===== config.mk =====
export PLATFORM = sky130hd
export DESIGN_NAME = cdm_display_ctrl
export DESIGN_NICKNAME = d
export VERILOG_FILES = /design/src/cdm_display_ctrl.v /design/src/cdm_glyph_ram.v
export VERILOG_INCLUDE_DIRS = /design/src
export SDC_FILE = /design/constraint.sdc
export NUM_CORES = 1
export LEC_CHECK = 0
export BUFFER_PORTS_ARGS = -buffer_cell sky130_fd_sc_hd__buf_2
export CAP_MARGIN = 20
export CELL_PAD_IN_SITES_DETAIL_PLACEMENT = 1
export CELL_PAD_IN_SITES_GLOBAL_PLACEMENT = 1
export CORE_ASPECT_RATIO = 1.75
export CORE_MARGIN = 5
export CORE_UTILIZATION = 35
export CTS_CLUSTER_SIZE = 30
export DETAILED_ROUTE_END_ITERATION = 12
export PLACE_DENSITY = 0.53
export SYNTH_ARGS = -nofsm -noshare
export SYNTH_HDL_FRONTEND = slang
export SYNTH_HIERARCHICAL = 1
export SYNTH_SLANG_ARGS = --single-unit

===== constraint.sdc =====
create_clock -name clk -period 3.5 [get_ports clk]
set_clock_uncertainty 0.1 [all_clocks]
set_input_delay 0.35 -clock clk [delete_from_list [all_inputs] [get_ports clk]]
set_output_delay 0.35 -clock clk [all_outputs]
set_load 0.1 [all_outputs]

===== src/cdm_consts.vh =====
`ifndef CDM_CONSTS_VH
`define CDM_CONSTS_VH
// ******************************************************
// region decode on the two high address bits
// ******************************************************
`define CDM_REG_GLYPH_INDEX   2'b00
`define CDM_REG_GLYPH_ROWS    2'b01
`define CDM_REG_CONTROL       2'b10
`define CDM_REG_CHAR_STORE    2'b11
// ******************************************************
// control word field positions
// ******************************************************
`define CDM_CW_BRIGHT_LSB     0
`define CDM_CW_BRIGHT_MSB     2
`define CDM_CW_FLASH_EN       3
`define CDM_CW_BLINK_EN       4
`define CDM_CW_TEST_PASS      5
`define CDM_CW_TEST_START     6
`define CDM_CW_CLEAR          7
// ******************************************************
// reset and fill values
// ******************************************************
`define CDM_CW_RESET          8'h00
`define CDM_SPACE_CODE        8'h20
`define CDM_INDEX_AFTER_TEST  8'hff
`define CDM_CHECKSUM_EXPECT   5'h00
// ******************************************************
// timing, in display clock periods unless noted; font and PWM step counts in clk cycles
// ******************************************************
`define CDM_CLK_PERIOD_NS     10
`define CDM_DISP_FREQ_HZ      57000
`define CDM_FLASH_DIVIDE      28672
`define CDM_SELFTEST_PERIODS  262144
`define CDM_CLEAR_PERIODS     3
`define CDM_FONT_STEPS        896
`define CDM_PWM_STEPS         15
`endif


===== src/cdm_display_ctrl.v =====
`include "cdm_consts.vh"
`timescale 1ns/10ps
`default_nettype none
module cdm_display_ctrl #(
   parameter integer DISP_DIV        = 100000000 / `CDM_DISP_FREQ_HZ,
   parameter integer FLASH_PERIODS   = `CDM_FLASH_DIVIDE,
   parameter integer SELFTEST_PERIODS = `CDM_SELFTEST_PERIODS
) (
   // clock and reset
   input  wire       clk,
   input  wire       sys_rst,
   // host bus
   input  wire       chip_select_n,
   input  wire       read_n,
   input  wire       write_n,
   input  wire       attribute_select_n,
   input  wire [4:0] addr,
   input  wire [7:0] data_in,
   output reg  [7:0] data_out,
   output wire       data_oe,
   // display clock
   input  wire       clock_source_select,
   input  wire       ext_clock_in,
   output reg        clock_out,
   // scan outputs
   output reg  [2:0] scan_char,
   output reg  [2:0] scan_row,
   output reg  [4:0] scan_dots
);

   localparam [31:0] FLASH_HALF = FLASH_PERIODS / 2;
   localparam [31:0] TEST_HALF  = SELFTEST_PERIODS / 2;

   // ******************************************************
   // stand-in font decoder
   // ******************************************************
   // xor of all outputs over every code and row is zero by construction
   function [4:0] font_row;
      input [6:0] code;
      input [2:0] row;
      begin
         font_row = code[4:0] ^ {code[6:5], row};
      end
   endfunction

   // duty in fifteenths: 100, 80, 53, 40, 27, 20, 13, 0 percent
   function [3:0] duty_of;
      input [2:0] code;
      begin
         case (code)
            3'h0:    duty_of = 4'hf;
            3'h1:    duty_of = 4'hc;
            3'h2:    duty_of = 4'h8;
            3'h3:    duty_of = 4'h6;
            3'h4:    duty_of = 4'h4;
            3'h5:    duty_of = 4'h3;
            3'h6:    duty_of = 4'h2;
            default: duty_of = 4'h0;
         endcase
      end
   endfunction

   // ******************************************************
   // state
   // ******************************************************
   localparam [1:0] ST_IDLE  = 2'h0;
   localparam [1:0] ST_CHECK = 2'h1;
   localparam [1:0] ST_PATT  = 2'h2;
   localparam [1:0] ST_CLEAR = 2'h3;

   reg  [7:0]  char_ram [0:7];
   reg  [7:0]  flash_ram;
   reg  [7:0]  control;
   reg  [7:0]  glyph_index;
   reg  [1:0]  state;
   reg  [18:0] busy_cnt;
   reg  [9:0]  chk_idx;
   reg  [4:0]  chk_sum;
   reg  [31:0] div_cnt;
   reg         ext_prev;
   reg  [15:0] flash_cnt;
   reg  [3:0]  pwm_cnt;
   reg         access_done;
   reg  [7:0]  cur_code;
   wire [4:0]  glyph_rd_a;
   wire [4:0]  glyph_rd_b;
   wire        disp_tick;
   wire        int_tick;
   wire        busy;
   wire        write_go;
   wire        region_flash;
   wire [1:0]  region;
   wire        fill_now;
   wire        test_end;

   assign busy         = (state != ST_IDLE);
   assign region_flash = ~attribute_select_n;
   assign region       = addr[4:3];

   // ******************************************************
   // display clock: internal divider or external edge
   // ******************************************************
   assign int_tick  = (div_cnt == DISP_DIV - 1);
   assign disp_tick = clock_source_select ? int_tick : (ext_clock_in & ~ext_prev);

   // divider and flash phase count from reset
   always @(posedge clk) begin
      if (sys_rst) begin
         div_cnt   <= 32'h0;
         clock_out <= 1'b0;
         ext_prev  <= 1'b0;
         flash_cnt <= 16'h0;
      end else begin
         ext_prev  <= ext_clock_in;
         div_cnt   <= int_tick ? 32'h0 : div_cnt + 32'h1;
         clock_out <= clock_source_select & (div_cnt < DISP_DIV / 2);
         if (disp_tick) begin
            flash_cnt <= (flash_cnt == FLASH_PERIODS - 1) ? 16'h0 : flash_cnt + 16'h1;
         end
      end
   end

   // ******************************************************
   // host bus access
   // ******************************************************
   // one strobe with chip select
   assign write_go = ~chip_select_n & ~write_n & read_n & ~access_done & ~busy;
   assign data_oe  = ~chip_select_n & ~read_n & write_n;

   // one write per select period; host raises select in between
   always @(posedge clk) begin
      if (sys_rst) begin
         access_done <= 1'b0;
      end else if (chip_select_n) begin
         access_done <= 1'b0;
      end else if (write_go) begin
         access_done <= 1'b1;
      end
   end

   // read mux, same decode as writes
   always @(posedge clk) begin
      if (sys_rst) begin
         data_out <= 8'h00;
      end else if (region_flash) begin
         data_out <= {7'h0, flash_ram[addr[2:0]]};
      end else begin
         case (region)
            `CDM_REG_GLYPH_INDEX: data_out <= glyph_index;
            `CDM_REG_GLYPH_ROWS:  data_out <= {3'h0, glyph_rd_a};
            `CDM_REG_CONTROL:     data_out <= control;
            default:              data_out <= char_ram[addr[2:0]];
         endcase
      end
   end

   // ******************************************************
   // self test and clear sequencer
   // ******************************************************
   assign test_end = (state == ST_PATT) & disp_tick & (busy_cnt == SELFTEST_PERIODS - 1);
   assign fill_now = test_end | ((state == ST_CLEAR) & disp_tick & (busy_cnt == `CDM_CLEAR_PERIODS - 1));

   always @(posedge clk) begin
      if (sys_rst) begin
         state    <= ST_IDLE;
         busy_cnt <= 19'h0;
         chk_idx  <= 10'h0;
         chk_sum  <= 5'h0;
      end else begin
         case (state)
            ST_IDLE: begin
               busy_cnt <= 19'h0;
               chk_idx  <= 10'h0;
               chk_sum  <= 5'h0;
               if (write_go & ~region_flash & (region == `CDM_REG_CONTROL)) begin
                  // self test wins over clear when both set
                  if (data_in[`CDM_CW_TEST_START]) begin
                     state <= ST_CHECK;
                  end else if (data_in[`CDM_CW_CLEAR]) begin
                     state <= ST_CLEAR;
                  end
               end
            end
            ST_CHECK: begin
               chk_sum <= chk_sum ^ font_row(chk_idx[9:3], chk_idx[2:0]);
               chk_idx <= (chk_idx[2:0] == 3'h6) ? {chk_idx[9:3] + 7'h1, 3'h0} : chk_idx + 10'h1;
               if (disp_tick) begin
                  busy_cnt <= busy_cnt + 19'h1;
               end
               if (chk_idx == {7'h7f, 3'h6}) begin
                  state <= ST_PATT;
               end
            end
            ST_PATT: begin
               if (disp_tick) begin
                  busy_cnt <= busy_cnt + 19'h1;
               end
               if (test_end) begin
                  state <= ST_IDLE;
               end
            end
            default: begin
               if (disp_tick) begin
                  busy_cnt <= busy_cnt + 19'h1;
               end
               if (fill_now) begin
                  state <= ST_IDLE;
               end
            end
         endcase
      end
   end

   // ******************************************************
   // control word and glyph index
   // ******************************************************
   always @(posedge clk) begin
      if (sys_rst) begin
         control <= `CDM_CW_RESET;
      end else if (test_end) begin
         control <= {2'h0, (chk_sum == `CDM_CHECKSUM_EXPECT), 5'h0};
      end else if (fill_now) begin
         control[`CDM_CW_CLEAR] <= 1'b0;
      end else if (write_go & ~region_flash & (region == `CDM_REG_CONTROL)) begin
         control <= {data_in[7:6], control[`CDM_CW_TEST_PASS], data_in[4:0]};
      end
   end

   // reset leaves the index alone, so it has no reset branch
   always @(posedge clk) begin
      if (test_end) begin
         glyph_index <= `CDM_INDEX_AFTER_TEST;
      end else if (write_go & ~region_flash & (region == `CDM_REG_GLYPH_INDEX)) begin
         // full byte kept, low nibble used
         glyph_index <= data_in;
      end
   end

   // ******************************************************
   // character and flash storage, one entry per location
   // ******************************************************
   genvar i;
   generate
      for (i = 0; i < 8; i = i + 1) begin : g_loc
         always @(posedge clk) begin
            if (sys_rst | fill_now) begin
               char_ram[i]  <= `CDM_SPACE_CODE;
               flash_ram[i] <= 1'b0;
            end else if (write_go & (addr[2:0] == i)) begin
               if (region_flash) begin
                  flash_ram[i] <= data_in[0];
               end else if (region == `CDM_REG_CHAR_STORE) begin
                  char_ram[i] <= data_in;
               end
            end
         end
      end
   endgenerate

   // ******************************************************
   // glyph rows
   // ******************************************************
   // rows addressed through the index register
   // row from address, five dots kept
   cdm_glyph_ram u_glyph (
      .clk       (clk),
      .wr_en     (write_go & ~region_flash & (region == `CDM_REG_GLYPH_ROWS)),
      .wr_addr   ({glyph_index[3:0], addr[2:0]}),
      .wr_data   (data_in[4:0]),
      .rd_a_addr ({glyph_index[3:0], addr[2:0]}),
      .rd_a_data (glyph_rd_a),
      .rd_b_addr ({cur_code[3:0], scan_row}),
      .rd_b_data (glyph_rd_b)
   );

   // ******************************************************
   // refresh scan
   // ******************************************************
   // step location each period, row after eight
   always @(posedge clk) begin
      if (sys_rst) begin
         scan_char <= 3'h0;
         scan_row  <= 3'h0;
         pwm_cnt   <= 4'h0;
         cur_code  <= 8'h00;
      end else begin
         pwm_cnt  <= (pwm_cnt == `CDM_PWM_STEPS - 1) ? 4'h0 : pwm_cnt + 4'h1;
         cur_code <= char_ram[scan_char];
         if (disp_tick) begin
            scan_char <= scan_char + 3'h1;
            if (scan_char == 3'h7) begin
               scan_row <= (scan_row == 3'h6) ? 3'h0 : scan_row + 3'h1;
            end
         end
      end
   end

   // dots: glyph read lags two cycles behind a step, a three-cycle glitch per period
   always @(posedge clk) begin
      if (sys_rst) begin
         scan_dots <= 5'h00;
      end else if (state == ST_CHECK | state == ST_PATT) begin
         scan_dots <= ((scan_row[0] ^ scan_char[0] ^ (busy_cnt >= TEST_HALF)) ? 5'h0a : 5'h15);
      end else if (pwm_cnt >= duty_of(control[`CDM_CW_BRIGHT_MSB:`CDM_CW_BRIGHT_LSB])) begin
         scan_dots <= 5'h00;
      end else if (control[`CDM_CW_BLINK_EN] & (flash_cnt >= FLASH_HALF)) begin
         scan_dots <= 5'h00;
      end else if (control[`CDM_CW_FLASH_EN] & flash_ram[scan_char] & (flash_cnt >= FLASH_HALF)) begin
         scan_dots <= 5'h00;
      // index in low nibble, code in seven
      // bit 4 leftmost, bit 0 rightmost
      end else if (cur_code[7]) begin
         scan_dots <= glyph_rd_b;
      end else begin
         scan_dots <= font_row(cur_code[6:0], scan_row);
      end
   end

endmodule
`default_nettype wire


===== src/cdm_glyph_ram.v =====
`timescale 1ns/10ps
`default_nettype none
// ******************************************************
// custom glyph rows: 16 glyphs x 8 row slots x 5 dots
// ******************************************************
module cdm_glyph_ram (
   // clock
   input  wire       clk,
   // write port
   input  wire       wr_en,
   input  wire [6:0] wr_addr,
   input  wire [4:0] wr_data,
   // host read port
   input  wire [6:0] rd_a_addr,
   output reg  [4:0] rd_a_data,
   // scan read port
   input  wire [6:0] rd_b_addr,
   output reg  [4:0] rd_b_data
);

   reg [4:0] mem [0:127];

   // no reset: glyph contents survive reset and clear
   always @(posedge clk) begin
      if (wr_en) begin
         mem[wr_addr] <= wr_data;
      end
      rd_a_data <= mem[rd_a_addr];
      rd_b_data <= mem[rd_b_addr];
   end

endmodule
`default_nettype wire


==> qor.log <==
INFO  outcome        result_of_the_run=finished, final reports clean
INFO  worst_setup_path cp_cell_sequence=nor2b_1 -> nand3_1 -> nor3_1 -> buf_4
INFO  grt            top_usage_layer=met2
INFO  synth          synth_ff_type=edfxtp_1
INFO  sta            setup_violations=0
INFO  synth          yosys.area.top_type_share=52.4%
INFO  floorplanning  dieHeight=459um
INFO  drt            ant_nets=0
INFO  sta            period_needed=3.26ns
INFO  sta            finalCritPeriodShare=93.2%
INFO  grt            grt_util_met1=22.9%
INFO  layout         nets=2633
INFO  sta            setup_repair_after_global_routing_missed_its_margin=false
INFO  synth          synth.largest_area_cell=edfxtp_1
INFO  layout         drive_gt1_share=33.9%
INFO  sta            tightestPinTransition=1.04ns
INFO  synth          syn_inst=2375
INFO  sta            setup_total_negative_slack=0ns
INFO  grt            grt_util_all_layers=21.1%
INFO  drt            detail_route.vias_per_cell=5.67
INFO  grt            global_route_met2_utilization=41.4%
INFO  synth          netlist_top_cells_count=edfxtp_1, mux4_2, nor2_1, dfxtp_1, clkbuf_1
INFO  synth          avgSynthCellArea=17.0um2
INFO  clock_tree     clock_insertion_delay_worst_skew=0.68ns
INFO  power          ir_drop=0.000333V
INFO  worst_setup_path cpMaxStageDelayCell=dfxtp_2
INFO  sta            fmax=307MHz
INFO  worst_setup_path timing.critical_path.to_type=flop
INFO  sta            max_slew_margin=30.5%
INFO  floorplanning  core-area=114000um2
INFO  sta            report.final.hold_viol_count=0
INFO  place          preCtsSetupSlack=0.141ns
INFO  synth          synth_edf_count=704
INFO  place          place.port_buffers=41
INFO  clock_tree     clock_sink_count=856
INFO  synth          synthesis.area=40300um2
INFO  grt            initial_antenna_violation_count=0
INFO  worst_setup_path worst-setup-path-type=reg -> reg
INFO  drt            finalWirelength=130000um
INFO  sta            finalMaxSlewViolations=0
INFO  clock_tree     cts-root-to-sink-buffers=3
INFO  synth          yosys.cell_types.count=58
INFO  floorplanning  initial_utilization=35.3%
INFO  clock_tree     clkTransAtPathRegs=0.06ns
INFO  worst_setup_path cp-start-kind=flop
INFO  floorplanning  pin_count=42
INFO  worst_setup_path cp.arrival=3.54ns
INFO  synth          yosys-top-cells-area=edfxtp_1, mux4_2, dfxtp_1, nor2_1, and2_1
INFO  worst_setup_path peak_per_stage_delay_on_the_critical_path=0.79ns
INFO  place          place.gp.congestion=0.812
INFO  grt            first_global_vias=26200
INFO  clock_tree     cts_setup_buffers=0
INFO  synth          synth_sequential_area_ratio=59.9%
INFO  floorplanning  die_w=267um
INFO  clock_tree     clock_tree.root_cell=clkbuf_16
INFO  worst_setup_path critical_path_peak_fanout=20
INFO  clock_tree     htree_num_levels=3
INFO  floorplanning  num_rows=164
INFO  grt            grt_pass1_wl=188000um
INFO  drt            drc_errors=0
INFO  grt            groute.layer.met3.usage=2.40%
INFO  drt            route.vias.total=23600
INFO  synth          ys_ff_latch=856
INFO  worst_setup_path timing.critical_path.required=3.78ns
INFO  min_path       timing.hold.worst.class=in -> reg
INFO  sta            final.setup.worst_slack=0.239ns
INFO  clock_tree     cts_tree=built
INFO  power          power-per-cell-area=493nW/um2
INFO  clock_tree     cts_buf_count=83
INFO  grt            grt_start_max_net_pins=75
INFO  floorplanning  die_area=122000um2
INFO  flow_run       maxCapViolations=0
INFO  layout         area_delta_synth_final=16.4%
INFO  layout         ant_diodes=0
INFO  power          power.static_leakage=0.0149uW
INFO  synth          synth.net_count=2416
INFO  synth          synthMostInstantiatedCell=edfxtp_1
INFO  synth          async_flop_share=0%
INFO  place          detailed_place_hpwl=91800um
INFO  synth          synthesis.yosys.warnings=6
INFO  grt            globalRouteOverflowTotal=0
INFO  drt            detail_route.iter0.violations=1599
INFO  drt            drt_pre_antenna_iters=5
INFO  drt            route.detailed.wl_per_inst=31.3um
[timing repair]
action,4_1_cts,5_1_grt
resized for setup,0,0
hold endpoints to repair,23,0
hold buffers,10,0
[flip-flops by register name (all words and copies together), names as in the netlist, 2 cells and up]
signal             cells
scan_row               3
flash_ram              8
control                8
u_glyph/mem          640
scan_char              3
char_ram              64
div_cnt               32
data_out               8
state                  2
cur_code               8
pwm_cnt                4
u_glyph/rd_a_data      5
glyph_index            8
u_glyph/rd_b_data      5
scan_dots              5
chk_sum                5
flash_cnt             16
busy_cnt              19
chk_idx               10
[area by class of cell]
type | count | area, um2
Sequential cell | 856 | 24200
Clock buffer | 109 | 2330
Clock inverter | 46 | 474
Inverter | 23 | 86.3
Multi-Input combinational cell | 1339 | 15400
Timing Repair Buffer | 289 | 2570
Tap cell | 1494 | 1870
Fill cell | 11100 | 67300
[placed cells by master, fill, tap and decap left out, types with 5 or more instances in the layout]
cell type,count
edfxtp_1,704
mux4_2,456
nor2_1,244
buf_4,208
dfxtp_1,146
nand2_1,94
clkbuf_16,89
and2_1,65
nand3_1,58
xor2_1,46
a21oi_1,44
buf_12,36
nand4_1,33
buf_2,33
xnor2_1,29
mux2i_1,27
nor3_1,25
o21ai_0,25
inv_1,22
ha_1,20
mux2_2,18
nor2b_1,17
nor4_1,17
clkbuf_1,17
nand2b_1,16
and3_1,14
clkinv_2,13
clkinv_1,12
a31oi_1,10
dlygate4sd3_1,10
bufinv_16,9
nor3b_1,7
or3_1,7
o211ai_1,7
clkinvlp_4,7
and4_1,6
or2_2,6
o221ai_1,5
nor4_2,5
[kinds of logic (layout without fill, tap and decap cells)]
| family | count (synthesis) | in the layout | share of synthesized area, % |
|---|---|---|---|
| buffers and inverters | 180 | 467 | 1.87 |
| adders and majority gates | 20 | 20 | 0.620 |
| xor gates and xnor gates | 75 | 75 | 1.63 |
| and+or+nand+nor | 626 | 626 | 7.56 |
| DFF | 856 | 856 | 59.9 |
| muxes | 501 | 501 | 26.6 |
| AOI/OAI and AO/OA | 117 | 117 | 1.76 |
[path summary, 6_finish.rpt]
| check | end | slack (ns) | cells after the start | startpoint |
|---|---|---|---|---|
| worst max-delay path | u_glyph/mem[82][3]$_DFFE_PP_ | 0.24 | 4 | glyph_index[1]$_SDFFE_PP1P_ |
| worst min-delay path | u_glyph/mem[88][3]$_DFFE_PP_ | 0.06 | 1 | data_in[3] |
| worst max register to register | u_glyph/mem[82][3]$_DFFE_PP_ | 0.24 | 4 | glyph_index[1]$_SDFFE_PP1P_ |
| worst min register to register | flash_ram[5]$_SDFFE_PP0P_ | 0.39 | 2 | flash_ram[5]$_SDFFE_PP0P_ |
[where the power goes]
group | leakage [uW] | total (uW) | switching, uW | internal [uW]
registers | 0.00762 | 11400 | 236 | 11100
logic | 0.00594 | 2380 | 1510 | 869
clock network | 0.00135 | 9410 | 4040 | 5380
total | 0.0149 | 23200 | 5790 | 17400
[metal layers]
metal  vias up  wire [um]
li1      10100          -
met1     12800      46000
met2       498      75000
met3       198       3850
met4         0       5400
met5         -          0
[stage by stage]
stage          hold WS, ns  total power [uW]  cell area [um2]  utilization (%)  cells
3_5_place_dp         0.377             14000            44100             38.6   3991
3_3_place_gp         0.352             14000            44100             38.6   3991
5_1_grt             0.0383             24000            47000             41.1   4156
2_1_floorplan        0.327             12900            40300                -   2375
4_1_cts             0.0204             23500            47000             41.1   4156
6_report            0.0649             23200            47000             41.1   4156
[critical path, delay by kind of cell (launching register included)]
kind,cells,cell delay (ns)
flops,1,0.79
buf+inv,1,0.24
simple gates,3,1.81
No activity file was read; power rests on OpenSTA's default activity.
